<file path="src/hw/scsev_pkg.sv">
// Functional notes
// - selection-in-progress set on arbitration win, cleared at end
// - target wrap only if allowed, one to zero
// - initiator wrap from all ones to zero
// - done at zero unless wrap allowed
// - done set in initiator role only by force bit
// - pio ready on REQ/ACK, cleared by latch access
// - dma finished on terminal count, fifos empty outbound
// - flags readable always, interrupt on enabled set
// - clear bit drops interrupt except on live bits, which drop with status, zero does nothing
// - force bit sets done flag and interrupt
// - first register clears wrap, done status too
// - second register clears status too, bit four zero
// - bit six drops driven attention signal
// - selection timeout sticky while timer enabled
// - attention flag follows initiator ATN, target only
// - bus reset flag sticky until cleared
// - phase mismatch live, qualified by req detected
// - bus idle after eight free clock periods
// - parity error flagged only when checking enabled
// - phase change sticky in initiator role
// - req detected set on REQ edge as initiator, cleared by ACK
package scsev_pkg;
  // register indices and byte addresses
  localparam logic [11:0] SCSEV_IDX_A     = 12'h34B;
  localparam logic [11:0] SCSEV_IDX_B     = 12'h34C;
  localparam logic [11:0] SCSEV_ADDR_A    = 12'(SCSEV_IDX_A * 4);
  localparam logic [11:0] SCSEV_ADDR_B    = 12'(SCSEV_IDX_B * 4);
  // first group bit positions
  localparam int          SCSEV_A_TARGET  = 7;
  localparam int          SCSEV_A_FORCE   = 7;
  localparam int          SCSEV_A_SELPROG = 4;
  localparam int          SCSEV_A_WRAP    = 3;
  localparam int          SCSEV_A_DONE    = 2;
  localparam int          SCSEV_A_PIO     = 1;
  localparam int          SCSEV_A_DMA     = 0;
  // second group bit positions
  localparam int          SCSEV_B_SELTMO  = 7;
  localparam int          SCSEV_B_ATN     = 6;
  localparam int          SCSEV_B_RST     = 5;
  localparam int          SCSEV_B_PHMIS   = 4;
  localparam int          SCSEV_B_IDLE    = 3;
  localparam int          SCSEV_B_PAR     = 2;
  localparam int          SCSEV_B_PHCHG   = 1;
  localparam int          SCSEV_B_REQ     = 0;
  // irq-capable, clearable and live bits
  localparam logic [15:0] SCSEV_IRQ_MASK  = 16'hFF1F;
  localparam logic [15:0] SCSEV_CLR_MASK  = 16'hAF7F;
  localparam logic [15:0] SCSEV_LIVE_MASK = 16'h5000;
  localparam logic [7:0]  SCSEV_RST_VAL   = 8'h00;
  // transfer counter
  localparam int          SCSEV_CNT_W     = 24;
  typedef logic [SCSEV_CNT_W-1:0] scsev_cnt_t;
  localparam scsev_cnt_t  SCSEV_CNT_ZERO  = 24'h000000;
  localparam scsev_cnt_t  SCSEV_CNT_ONE   = 24'h000001;
  localparam scsev_cnt_t  SCSEV_CNT_ONES  = 24'hFFFFFF;
  // bus idle wait, in clocks
  localparam logic [3:0]  SCSEV_IDLE_T    = 4'h8;
  // bus watcher state
  typedef enum logic [1:0] {
    SCSEV_BUSY = 2'b01,
    SCSEV_FREE = 2'b10
  } scsev_bus_e;
endpackage

</file>
<file path="src/hw/scsev_evt_if.sv">
`timescale 1ns/1ps
// event pulses from the bus watcher to the flag logic
interface scsev_evt_if;
  logic req_rise;  // REQ leading edge
  logic ack_rise;  // ACK leading edge
  logic idle_ev;   // bus just became idle
  logic wrap_ev;   // counter wrapped
  logic done_ev;   // counter reached zero, done
  modport src (output req_rise, ack_rise, idle_ev, wrap_ev, done_ev);
  modport dst (input  req_rise, ack_rise, idle_ev, wrap_ev, done_ev);
endinterface

</file>
<file path="src/hw/scsev_bus_watch.sv">
`timescale 1ns/1ps
// watches bus lines and counter, emits one-cycle events
module scsev_bus_watch (
  input  wire logic              pclk,
  input  wire logic              presetn,
  input  wire logic              req_in,
  input  wire logic              ack_in,
  input  wire logic              bsy_in,
  input  wire logic              sel_in,
  input  wire logic              target_role,
  input  wire logic              counter_wrap_allow,
  input  wire scsev_pkg::scsev_cnt_t xfer_count,
  scsev_evt_if.src               evt
);
  import scsev_pkg::*;

  logic       req_prev_reg;  // last REQ sample
  logic       ack_prev_reg;  // last ACK sample
  logic [3:0] idle_cnt_reg;  // free periods seen
  scsev_bus_e bus_reg;       // busy or free
  scsev_cnt_t cnt_prev_reg;  // last counter value

  // edge history
  always_ff @(posedge pclk or negedge presetn) begin
    if (!presetn) begin
      req_prev_reg <= 1'b0;
      ack_prev_reg <= 1'b0;
      cnt_prev_reg <= SCSEV_CNT_ZERO;
    end else begin
      req_prev_reg <= req_in;
      ack_prev_reg <= ack_in;
      cnt_prev_reg <= xfer_count;
    end
  end

  // count periods with both BSY and SEL negated
  always_ff @(posedge pclk or negedge presetn) begin
    if (!presetn) begin
      idle_cnt_reg <= 4'h0;
      bus_reg      <= SCSEV_BUSY;
    end else if (bsy_in || sel_in) begin
      idle_cnt_reg <= 4'h0;
      bus_reg      <= SCSEV_BUSY;
    end else begin
      case (bus_reg)
        SCSEV_BUSY: begin
          idle_cnt_reg <= idle_cnt_reg + 4'h1;
          if (idle_cnt_reg == SCSEV_IDLE_T - 4'h1) begin
            bus_reg <= SCSEV_FREE;
          end
        end
        default: begin
        end
      endcase
    end
  end

  assign evt.req_rise = req_in & ~req_prev_reg;
  assign evt.ack_rise = ack_in & ~ack_prev_reg;
  // pulse as the eighth free period ends
  assign evt.idle_ev  = !(bsy_in || sel_in) && (bus_reg == SCSEV_BUSY) &&
                        (idle_cnt_reg == SCSEV_IDLE_T - 4'h1);
  // wrap: target one to zero if allowed, initiator from all ones
  assign evt.wrap_ev  = (xfer_count == SCSEV_CNT_ZERO) &&
                        ((target_role && counter_wrap_allow &&
                          cnt_prev_reg == SCSEV_CNT_ONE) ||
                         (!target_role && cnt_prev_reg == SCSEV_CNT_ONES));
  // done: target role, no wrap allowed
  assign evt.done_ev  = target_role && !counter_wrap_allow &&
                        (xfer_count == SCSEV_CNT_ZERO) &&
                        (cnt_prev_reg != SCSEV_CNT_ZERO);
endmodule // scsev_bus_watch

</file>
<file path="src/hw/scsev_top.sv">
// Decided for this implementation: the APB slave port.
`timescale 1ns/1ps
// scsi event status flags, pending interrupts and their clear registers
module scsev_top (
  input  wire logic        pclk,
  input  wire logic        presetn,
  // apb slave
  input  wire logic        psel,
  input  wire logic        penable,
  input  wire logic        pwrite,
  input  wire logic [11:0] paddr,
  input  wire logic [31:0] pwdata,
  output logic      [31:0] prdata,
  output logic             pready,
  output logic             pslverr,
  // role and selection sequencing
  input  wire logic        target_role,
  input  wire logic        sel_arb_won,
  input  wire logic        sel_seq_end,
  input  wire logic        sel_timeout,
  input  wire logic        selection_timer_enable,
  // transfer counter
  input  wire logic        counter_wrap_allow,
  input  wire scsev_pkg::scsev_cnt_t xfer_count,
  // dma path
  input  wire logic        dma_mode,
  input  wire logic        dma_outbound,
  input  wire logic        scsi_fifo_empty,
  input  wire logic        host_fifo_empty,
  input  wire logic        terminal_count,
  // scsi bus lines
  input  wire logic        req_in,
  input  wire logic        ack_in,
  input  wire logic        atn_in,
  input  wire logic        bsy_in,
  input  wire logic        sel_in,
  input  wire logic        bus_reset_in,
  input  wire logic [2:0]  bus_phase,
  input  wire logic [2:0]  expected_phase_register,
  // parity
  input  wire logic        info_inbound,
  input  wire logic        parity_bad,
  input  wire logic        parity_check_enable,
  // pio data latch
  input  wire logic        pio_outbound,
  input  wire logic        latch_write,
  input  wire logic        latch_read,
  // attention driven by this device
  input  wire logic        atn_raise,
  output logic             atn_out,
  // interrupt enables and request
  input  wire logic [7:0]  int_enable_a,
  input  wire logic [7:0]  int_enable_b,
  output logic             irq
);
  import scsev_pkg::*;

  scsev_evt_if evt ();                 // watcher events

  logic        sel_prog_reg;           // selection in progress
  logic        wrap_reg;               // counter wrapped
  logic        done_reg;               // transfer done
  logic        pio_reg;                // pio ready
  logic        dma_reg;                // dma finished
  logic        seltmo_reg;             // selection timeout
  logic        rst_seen_reg;           // bus reset seen
  logic        idle_reg;               // bus idle
  logic        parity_reg;             // parity error
  logic        phchg_reg;              // phase change
  logic        reqdet_reg;             // req detected
  logic        atn_out_reg;            // attention we drive
  logic        attention_seen_flag;    // live attention flag
  logic        phase_mismatch_flag;    // live mismatch flag
  logic [15:0] pend_reg;               // pending interrupts
  logic [15:0] stat_prev_reg;          // status last cycle
  logic [31:0] prdata_reg;             // read data
  logic [7:0]  stat_a;                 // first status group
  logic [7:0]  stat_b;                 // second status group
  logic [15:0] stat_all;               // both groups
  logic [15:0] en_all;                 // both enable groups
  logic [7:0]  clr_a;                  // write-one pulses, first
  logic [7:0]  clr_b;                  // write-one pulses, second
  logic [15:0] clr_all;                // interrupt clear pulses
  logic        hit_a;                  // address selects first
  logic        hit_b;                  // address selects second
  logic        wr_acc;                 // write in access phase
  logic        phase_differs;          // expected vs bus phase
  logic        parity_sample;          // parity sampling edge
  logic        dma_done_cond;          // dma completion condition

  // bus events come from the watcher
  scsev_bus_watch u_watch (
    .pclk               (pclk),
    .presetn            (presetn),
    .req_in             (req_in),
    .ack_in             (ack_in),
    .bsy_in             (bsy_in),
    .sel_in             (sel_in),
    .target_role        (target_role),
    .counter_wrap_allow (counter_wrap_allow),
    .xfer_count         (xfer_count),
    .evt                (evt)
  );

  // address decode
  always_comb begin
    hit_a = 1'b0;
    hit_b = 1'b0;
    if (paddr == SCSEV_ADDR_A) begin
      hit_a = 1'b1;
    end else if (paddr == SCSEV_ADDR_B) begin
      hit_b = 1'b1;
    end
  end

  // write-one clear pulses
  assign wr_acc = psel & penable & pwrite;
  assign clr_a  = (wr_acc && hit_a) ? pwdata[7:0] : 8'h00;
  assign clr_b  = (wr_acc && hit_b) ? pwdata[7:0] : 8'h00;

  // zero wait states, error when unmapped
  assign pready  = 1'b1;
  assign pslverr = psel & penable & ~(hit_a | hit_b);
  assign prdata  = prdata_reg;

  // read data loaded at setup
  always_ff @(posedge pclk or negedge presetn) begin
    if (!presetn) begin
      prdata_reg <= 32'h00000000;
    end else if (psel && !penable && !pwrite) begin
      if (hit_a) begin
        prdata_reg <= {24'h000000, stat_a};
      end else if (hit_b) begin
        prdata_reg <= {24'h000000, stat_b};
      end else begin
        prdata_reg <= 32'h00000000;
      end
    end
  end

  // selection in progress until sequence ends
  always_ff @(posedge pclk or negedge presetn) begin
    if (!presetn) begin
      sel_prog_reg <= 1'b0;
    end else if (sel_arb_won) begin
      sel_prog_reg <= 1'b1;
    end else if (sel_seq_end) begin
      sel_prog_reg <= 1'b0;
    end
  end

  // counter wrap, cleared by write
  always_ff @(posedge pclk or negedge presetn) begin
    if (!presetn) begin
      wrap_reg <= 1'b0;
    end else if (evt.wrap_ev) begin
      wrap_reg <= 1'b1;
    end else if (clr_a[SCSEV_A_WRAP]) begin
      wrap_reg <= 1'b0;
    end
  end

  // transfer done, also forced by software
  always_ff @(posedge pclk or negedge presetn) begin
    if (!presetn) begin
      done_reg <= 1'b0;
    end else if (evt.done_ev || clr_a[SCSEV_A_FORCE]) begin
      done_reg <= 1'b1;
    end else if (clr_a[SCSEV_A_DONE]) begin
      done_reg <= 1'b0;
    end
  end

  // pio ready: REQ edge as initiator, ACK edge as target
  always_ff @(posedge pclk or negedge presetn) begin
    if (!presetn) begin
      pio_reg <= 1'b0;
    end else if (target_role ? evt.ack_rise : evt.req_rise) begin
      pio_reg <= 1'b1;
    end else if (pio_outbound ? latch_write : latch_read) begin
      pio_reg <= 1'b0;
    end
  end

  // outbound dma waits for empty fifos
  assign dma_done_cond = dma_mode && terminal_count &&
                         (!dma_outbound || (scsi_fifo_empty && host_fifo_empty));

  // dma flag is only meaningful in dma mode
  always_ff @(posedge pclk or negedge presetn) begin
    if (!presetn) begin
      dma_reg <= 1'b0;
    end else if (dma_done_cond) begin
      dma_reg <= 1'b1;
    end else if (!dma_mode) begin
      dma_reg <= 1'b0;
    end
  end

  // selection timeout while the timer is enabled
  always_ff @(posedge pclk or negedge presetn) begin
    if (!presetn) begin
      seltmo_reg <= 1'b0;
    end else if (sel_timeout && selection_timer_enable) begin
      seltmo_reg <= 1'b1;
    end else if (clr_b[SCSEV_B_SELTMO]) begin
      seltmo_reg <= 1'b0;
    end
  end

  // bus reset seen, sticky
  always_ff @(posedge pclk or negedge presetn) begin
    if (!presetn) begin
      rst_seen_reg <= 1'b0;
    end else if (bus_reset_in) begin
      rst_seen_reg <= 1'b1;
    end else if (clr_b[SCSEV_B_RST]) begin
      rst_seen_reg <= 1'b0;
    end
  end

  // bus idle, sticky until cleared
  always_ff @(posedge pclk or negedge presetn) begin
    if (!presetn) begin
      idle_reg <= 1'b0;
    end else if (evt.idle_ev) begin
      idle_reg <= 1'b1;
    end else if (clr_b[SCSEV_B_IDLE]) begin
      idle_reg <= 1'b0;
    end
  end

  // parity sampling edge by role
  assign parity_sample = info_inbound && (target_role ? evt.ack_rise : evt.req_rise);

  // parity error, zero while unchecked
  always_ff @(posedge pclk or negedge presetn) begin
    if (!presetn) begin
      parity_reg <= 1'b0;
    end else if (!parity_check_enable) begin
      parity_reg <= 1'b0;
    end else if (parity_sample && parity_bad) begin
      parity_reg <= 1'b1;
    end else if (clr_b[SCSEV_B_PAR]) begin
      parity_reg <= 1'b0;
    end
  end

  // phase change, initiator only
  assign phase_differs = (expected_phase_register != bus_phase);

  // sticky phase change
  always_ff @(posedge pclk or negedge presetn) begin
    if (!presetn) begin
      phchg_reg <= 1'b0;
    end else if (!target_role && phase_differs) begin
      phchg_reg <= 1'b1;
    end else if (clr_b[SCSEV_B_PHCHG]) begin
      phchg_reg <= 1'b0;
    end
  end

  // req detected, cleared by ACK or write
  always_ff @(posedge pclk or negedge presetn) begin
    if (!presetn) begin
      reqdet_reg <= 1'b0;
    end else if (!target_role && evt.req_rise) begin
      reqdet_reg <= 1'b1;
    end else if (ack_in || clr_b[SCSEV_B_REQ]) begin
      reqdet_reg <= 1'b0;
    end
  end

  // attention we drive, dropped by write
  always_ff @(posedge pclk or negedge presetn) begin
    if (!presetn) begin
      atn_out_reg <= 1'b0;
    end else if (atn_raise) begin
      atn_out_reg <= 1'b1;
    end else if (clr_b[SCSEV_B_ATN]) begin
      atn_out_reg <= 1'b0;
    end
  end
  assign atn_out = atn_out_reg;

  // live flags follow their conditions
  assign attention_seen_flag = target_role & atn_in;
  assign phase_mismatch_flag = !target_role && reqdet_reg && phase_differs;

  // status groups as read by software
  always_comb begin
    stat_a                  = SCSEV_RST_VAL;
    stat_a[SCSEV_A_TARGET]  = target_role;
    stat_a[SCSEV_A_SELPROG] = sel_prog_reg;
    stat_a[SCSEV_A_WRAP]    = wrap_reg;
    stat_a[SCSEV_A_DONE]    = done_reg;
    stat_a[SCSEV_A_PIO]     = pio_reg;
    stat_a[SCSEV_A_DMA]     = dma_reg;
    stat_b                  = SCSEV_RST_VAL;
    stat_b[SCSEV_B_SELTMO]  = seltmo_reg;
    stat_b[SCSEV_B_ATN]     = attention_seen_flag;
    stat_b[SCSEV_B_RST]     = rst_seen_reg;
    stat_b[SCSEV_B_PHMIS]   = phase_mismatch_flag;
    stat_b[SCSEV_B_IDLE]    = idle_reg;
    stat_b[SCSEV_B_PAR]     = parity_reg;
    stat_b[SCSEV_B_PHCHG]   = phchg_reg;
    stat_b[SCSEV_B_REQ]     = reqdet_reg;
  end

  assign stat_all = {stat_b, stat_a};
  assign en_all   = {int_enable_b, int_enable_a};
  assign clr_all  = {clr_b, clr_a} & SCSEV_CLR_MASK;

  // status history for set detection
  always_ff @(posedge pclk or negedge presetn) begin
    if (!presetn) begin
      stat_prev_reg <= 16'h0000;
    end else begin
      stat_prev_reg <= stat_all;
    end
  end

  // pending interrupt per flag; set beats clear
  genvar gi;
  generate
    for (gi = 0; gi < 16; gi++) begin : g_pend
      always_ff @(posedge pclk or negedge presetn) begin
        if (!presetn) begin
          pend_reg[gi] <= 1'b0;
        end else if (stat_all[gi] && !stat_prev_reg[gi] &&
                     en_all[gi] && SCSEV_IRQ_MASK[gi]) begin
          pend_reg[gi] <= 1'b1;
        end else if (clr_all[gi] || (SCSEV_LIVE_MASK[gi] && !stat_all[gi])) begin
          pend_reg[gi] <= 1'b0;
        end
      end
    end
  endgenerate

  // irq while any enabled interrupt pends
  assign irq = |(pend_reg & en_all);
endmodule // scsev_top

</file>
<file path="config.mk">
export PLATFORM = sky130hd
export DESIGN_NAME = scsev_top
export DESIGN_NICKNAME = d
export VERILOG_FILES = /design/src/hw/scsev_pkg.sv /design/src/hw/scsev_evt_if.sv /design/src/hw/scsev_bus_watch.sv /design/src/hw/scsev_top.sv
export SDC_FILE = /design/constraint.sdc
export NUM_CORES = 1
export LEC_CHECK = 0
export BUFFER_PORTS_ARGS = -buffer_cell sky130_fd_sc_hd__buf_2
export CORE_MARGIN = 2
export CORE_UTILIZATION = 46
export CTS_CLUSTER_SIZE = 10
export DETAILED_ROUTE_END_ITERATION = 10
export PLACE_DENSITY = 0.8
export SYNTH_ARGS = -nofsm -noshare
export SYNTH_HDL_FRONTEND = slang
export SYNTH_SLANG_ARGS = --single-unit
export TNS_END_PERCENT = 30
</file>
<file path="constraint.sdc">
create_clock -name pclk -period 1.8 [get_ports pclk]
set_input_delay 0.09 -clock pclk [delete_from_list [all_inputs] [get_ports pclk]]
set_output_delay 0.09 -clock pclk [all_outputs]
set_load 0.01 [all_outputs]
</file>
; Yosys cells after proc, flatten, opt, wreduce, memory -nomap -nowiden
; Index checks and enable logic that the tools add are counted.
[totals]
ff_bits = 103
in_bits = 119
[op_classes]
add_sub_neg = 1
n_eq_ne = 11
mux = 58
n_bitwise = 11
reduce_logical = 100
[op_table]
columns = cell, count
row1 = logical AND 1 bit, 49
row2 = two-way mux 1 bit, 49
row3 = nonzero test 2 bit, 23
row4 = two-way mux 32 bit, 1
row5 = == test 12 bit (second input constant), 2
row6 = == test 24 x 1 -> 1 bit (second input constant), 1
row7 = == test 24 bit (second input constant), 1
row8 = logical NOT 24 bit, 1
row9 = two-way mux 8 bit, 3
row10 = nonzero test 24 bit, 1
row11 = logical NOT 1 bit, 19
row12 = AND 16 bit, 1
row13 = OR reduction 16 bit, 1
row14 = two-way mux 4 bit, 2
row15 = AND 1 bit, 6
row16 = two-way mux 2 bit, 3
row17 = inequality test 2 x 1 -> 1 bit (second input constant), 3
row18 = logical OR 1 bit, 5
row19 = adder 4 x 1 -> 4 bit (second input constant), 1
row20 = == test 4 x 3 -> 1 bit (second input constant), 1
row21 = inequality test 3 x 1 -> 1 bit (second input constant), 1
row22 = inequality test 3 bit, 1
row23 = inverter 1 bit, 3
row24 = == test 2 x 1 -> 1 bit (second input constant), 1
row25 = 2 further kinds, 2

; Logic depth before layout (Yosys ltp)
[depth]
depth_word = 8
ltp_mapped = 5
depth_no_buf = 4

; Modules after synthesis
; Synthesis repeated with hierarchy kept, for this count alone.
[unflattened]
hier_cells = 276
area_unflattened_um2 = 3259.4
[by_module_without_submodules]
columns = mod, instances, cells_per_inst, area_each_um2
row1 = scsev_top, 1, 192, 2134.5
row2 = scsev_bus_watch, 1, 84, 1124.8

; Worst setup path after synthesis
; Ideal clock, no wire load.
[synth_timing]
path_type = in2reg
from = in paddr[1]
to = reg parity_reg
setup_ps = 122
arrival_time_ps = 1358
slack_ps = 320
cell_stages = 4
path_buffers = 0
path_cell_list = or4_4 nor2_1 nand3_1 a32o_1
[synth_via]
elab_chain_len = 6
[synth_lines]
columns = item, line
row1 = from (decl), scsev_top.sv:11  ; input wire logic [11:0] paddr,
row2 = == test 12 bit, scsev_top.sv:111  ; end else if (paddr == SCSEV_ADDR_B) begin
row3 = two-way mux 1 bit, scsev_top.sv:111
row4 = two-way mux 1 bit (*), scsev_top.sv:109  ; if (paddr == SCSEV_ADDR_A) begin
row5 = logical AND 1 bit (*), scsev_top.sv:119  ; assign clr_b = (wr_acc && hit_b) ? pwdata[7:0] : 8'h00;
row6 = two-way mux 8 bit (*), scsev_top.sv:119
row7 = inequality test 3 x 1 -> 1 bit (no source line) (*), n/a
row8 = to (signal assigned), scsev_top.sv:239  ; parity_reg <= 1'b0;
row9 = to (signal assigned), scsev_top.sv:241  ; parity_reg <= 1'b0;
row10 = to (signal assigned), scsev_top.sv:243  ; parity_reg <= 1'b1;
row11 = to (decl), scsev_top.sv:68  ; logic parity_reg;
; Mark *: on every way between the ends. The rest lies on a longest branch, timed or not.
; A chain may end at the register's enable or synchronous reset.

; Final worst setup path
[layout_timing]
from = in paddr[1]
to = reg seltmo_reg
[layout_via]
elab_chain_len = 6
[layout_lines]
columns = item, line
row1 = == test 12 bit, scsev_top.sv:111
row2 = two-way mux 1 bit, scsev_top.sv:111
row3 = two-way mux 1 bit (*), scsev_top.sv:109
row4 = logical AND 1 bit (*), scsev_top.sv:119
row5 = two-way mux 8 bit (*), scsev_top.sv:119
row6 = nonzero test 2 bit (no source line) (*), n/a
row7 = to (signal assigned), scsev_top.sv:203  ; seltmo_reg <= 1'b0;
row8 = to (signal assigned), scsev_top.sv:205  ; seltmo_reg <= 1'b1;
row9 = to (signal assigned), scsev_top.sv:207  ; seltmo_reg <= 1'b0;
row10 = to (decl), scsev_top.sv:65  ; logic seltmo_reg;
; Marked as above.

==> summary.md <==
| Metric | Value |
|---|---|
| Period minus WS final | between 1.5 and 2 ns |
| IO buf count | 102 |
| Nets@finish | 546 |
| Share of post-route cells with drive strength above 1 | 32.1% |
| Wire per inst | 14.7 um |
| Synthesis-to-finish area growth | 37.0% |
| Syn Inst Count | roughly 270 |
| CP max FO | 6 |
| Main flop type after synthesis | dfrtp_1 |
| Pwr Density | 844 mW/mm^2 |
| Routed WL | between 7000 and 8000 um |
| Max Slew Vio Count | 0 |
| Mux cell area share after synthesis | 0.623% |
| Dpl hpwl | 5440 um |
| Top sig layer | met4 |
| RSZ-0062 raised after global routing | no |
| Worst setup SP type | primary input |
| TritonCTS clock tree | done |
| CP endpoint kind | flip-flop |
| Met3 WL | 546 um |
| Root Buffer | clkbuf_8 |
| Worst skew pair latency | 0.34 ns |
| HP Class | primary input to flip-flop |
| Total grt overflow | 0 |
| Core box area | 0.00679 mm^2 |
| Cell Rows | 30 |
| Hold Fails Final Rpt | 0 |
| CP cell instances | buf_2 > or4_4 > nor2_2 > buf_4 > nand3_1 > a22o_1 > dlygate4sd3_1 |
| Final core occ | approximately 65% |
| Avg Inst Size Synth | about 12 um^2 |
| Crit path DAT | 1.95 ns |
| FMAX | 580 MHz |
| Seq/Total Area, Yosys | 60.8% |
| Clock sink total | 78 |
| Total Neg Setup Slack | 0 ns |
| Post-synthesis async set-or-reset flop share | 100% |
| Complex-gate fraction of the synthesized area | 12.3% |
| Seq cells post-synth | 78 |
| TritonCTS Buffers | 9 |
| Final Power | around 3.7 mW |
| Post-placement cell count | 475 |
| Setup bufs post-CTS | 0 |
| Main combinational cell family by area after synthesis | simple AND/OR/NAND/NOR gates |
| Largest net degree at the start of global routing | approximately 60 |
| Logic gate share of total power | 11.0% |
| Vias/cell | 5.04 |
| Peak VDD IR | 604 uV |
| Met2 WL post-DR | 4110 um |
| Setup violations, final | 0 |
| Worst-Margin Slew | 0.723 ns |
| Fin crit share | 95.7% |
| Die Y | 87.6 um |
| Maximum clock path buffer count | 2 |
| Max FFs per register | 24 |
| ANT nets after route | 0 |
| Sw Pwr | 0.882 mW |
| Mapped Area | approximately 0.0032 mm^2 |
| CTS H-Tree Depth | 3 |
| Simple-Gate Fraction of Synth Area | 16.9% |
| Status | completed |
| Tot GR Track Use | 21.5% |
| Clock share of power | 37.7% |
| DIE AREA | 0.00767 mm^2 |
| Antenna cells | 0 |
| Vias in the first global route | 2712 |
| XOR/XNOR share of the synthesized area | 1.64% |
| Clock slew at reported path FFs | 0.08 ns |
| CP top delay family | simple AND/OR/NAND/NOR gates |
| # Max-Cap Violations | 0 |
| DRC violations left | 0 |
| Critical path start-end classification | primary input to flip-flop |
| Gpl congestion | 0.803 |
| Via count | 2653 |
| Final Skew | approximately 0.011 ns |
| Die Wd | between 80 and 90 um |
| Pint | 2.83 mW |
| WL met1 | 3010 um |
| CP Buf/Inv Count | 3 |
| Iter 0 DRT Violations | 98 |
| Normalized max-slew margin | 51.8% |
| First-pass GRT wire length | around 12000 um |
| Post-synth EDFFs | 0 |
| TritonRoute pass-1 iters | 5 |
| Cell variety after synth | 47 |
| Switch share | roughly a quarter |
| Post-Synth Adder-Cell Area | 0.390% |
| Initial Utilization | 47.3% |
| Slowest cell delay on critical path | 0.58 ns |
| Initial antenna violation count | 0 |
| Flop pwr share | 51.3% |
| Pleak | ~2.1 nW |
| Yosys warning total | 0 |
| Worst EP required | 2.02 ns |
| IO Pins | about 160 |
| Worst hold slack | 0.00996 ns |
| Max stage delay cell, worst path | or4_4 |
| Final Non-Filler Cells | between 500 and 600 |
-- metrics by stage --
step	setup WS (ns)	instance area [um^2]
2_1_floorplan	0.320	3300
3_3_place_gp	0.164	3820
3_5_place_dp	0.147	3820
4_1_cts	0.0482	4390
5_1_grt	0.0161	4400
6_report	0.0769	4400
-- what timing repair did --
action / CTS / global route
gates resized for setup: 0 / 2
hold buffers: 36 / 0
hold endpoints to repair: 90 / 0
endpoints found under the setup margin: 0 / 2
-- synth_stat cells, types with 3 or more instances --
cell,n,area (um^2)
o2bb2ai_1,11,96.3
buf_4,25,188
nor2b_1,5,31.3
inv_1,7,26.3
nor3_1,3,15.0
or4_1,3,22.5
xnor2_1,4,35.0
a21o_1,7,52.6
nand4_1,6,37.5
a32o_1,4,40.0
nor4_1,9,56.3
nand2_1,19,71.3
dfrtp_1,77,1930
a21oi_1,7,35.0
nand3_1,18,90.1
a22oi_1,7,52.6
nor2_1,17,63.8
-- tightest hold or removal path, cell delays in order --
cell and delay (ns):
buf_2 0.11, nand2_1 0.06, o2bb2ai_1 0.06
-- power by group through the flow --
stage          sequential (mW)  clock, mW  combinational [mW]
2_1_floorplan             1.93          0               0.174
3_3_place_gp              1.93          0               0.338
3_5_place_dp              1.94          0               0.347
4_1_cts                   1.90       1.42               0.407
5_1_grt                   1.91       1.51               0.458
6_report                  1.90       1.40               0.408
-- logic make-up after synthesis --
kind of cell,count (synthesis)
xor gates and xnor gates,6
buffers and inverters,35
muxes,2
AOI/OAI and AO/OA,51
DFF,78
adders and majority gates,1
other,2
and+or+nand+nor,96
-- area by class of cell --
| class | count | area [um^2] |
|---|---|---|
| inverters | 7 | 26.3 |
| clock buffers | 9 | 124 |
| flip-flops and latches | 78 | 1950 |
| repair buffers | 149 | 956 |
| clock inverters | 6 | 87.6 |
| multi-input cells | 181 | 1130 |
| well taps | 96 | 120 |
| fillers | 535 | 2390 |
-- placed cells by master, fill, tap and decap left out, types with 9 or more instances in the layout --
cell type      instances
conb_1                25
nand2_1               19
buf_2                101
dlygate4sd3_1         36
buf_4                 12
nor2_1                16
dfrtp_1               77
o2bb2ai_1             11
nor4_1                 9
clkbuf_8               9
nand3_1               18
-- per-layer routing --
layer  global-route usage, %  vias to the layer above
met4                    8.39                        0
met2                    38.4                      108
li1                        -                     1242
met1                    24.9                     1297
met5                       0                        -
met3                    5.37                        6
-- worst paths after layout --
kind	startpoint	endpoint	slack [ns]	cells after the start
worst max-delay path	paddr[1]	seltmo_reg	0.08	7
worst min-delay path	int_enable_b[2]	pend_reg[10]	0.01	3
worst max register to register	u_watch.cnt_prev_reg[1]	done_reg	0.14	4
worst min register to register	stat_prev_reg[1]	pend_reg[1]	0.41	1
max in group asynchronous	presetn	pend_reg[15]	0.82	3
min in group asynchronous	presetn	u_watch.idle_cnt_reg[1]	0.34	2
(Power assumes the default switching activity.)
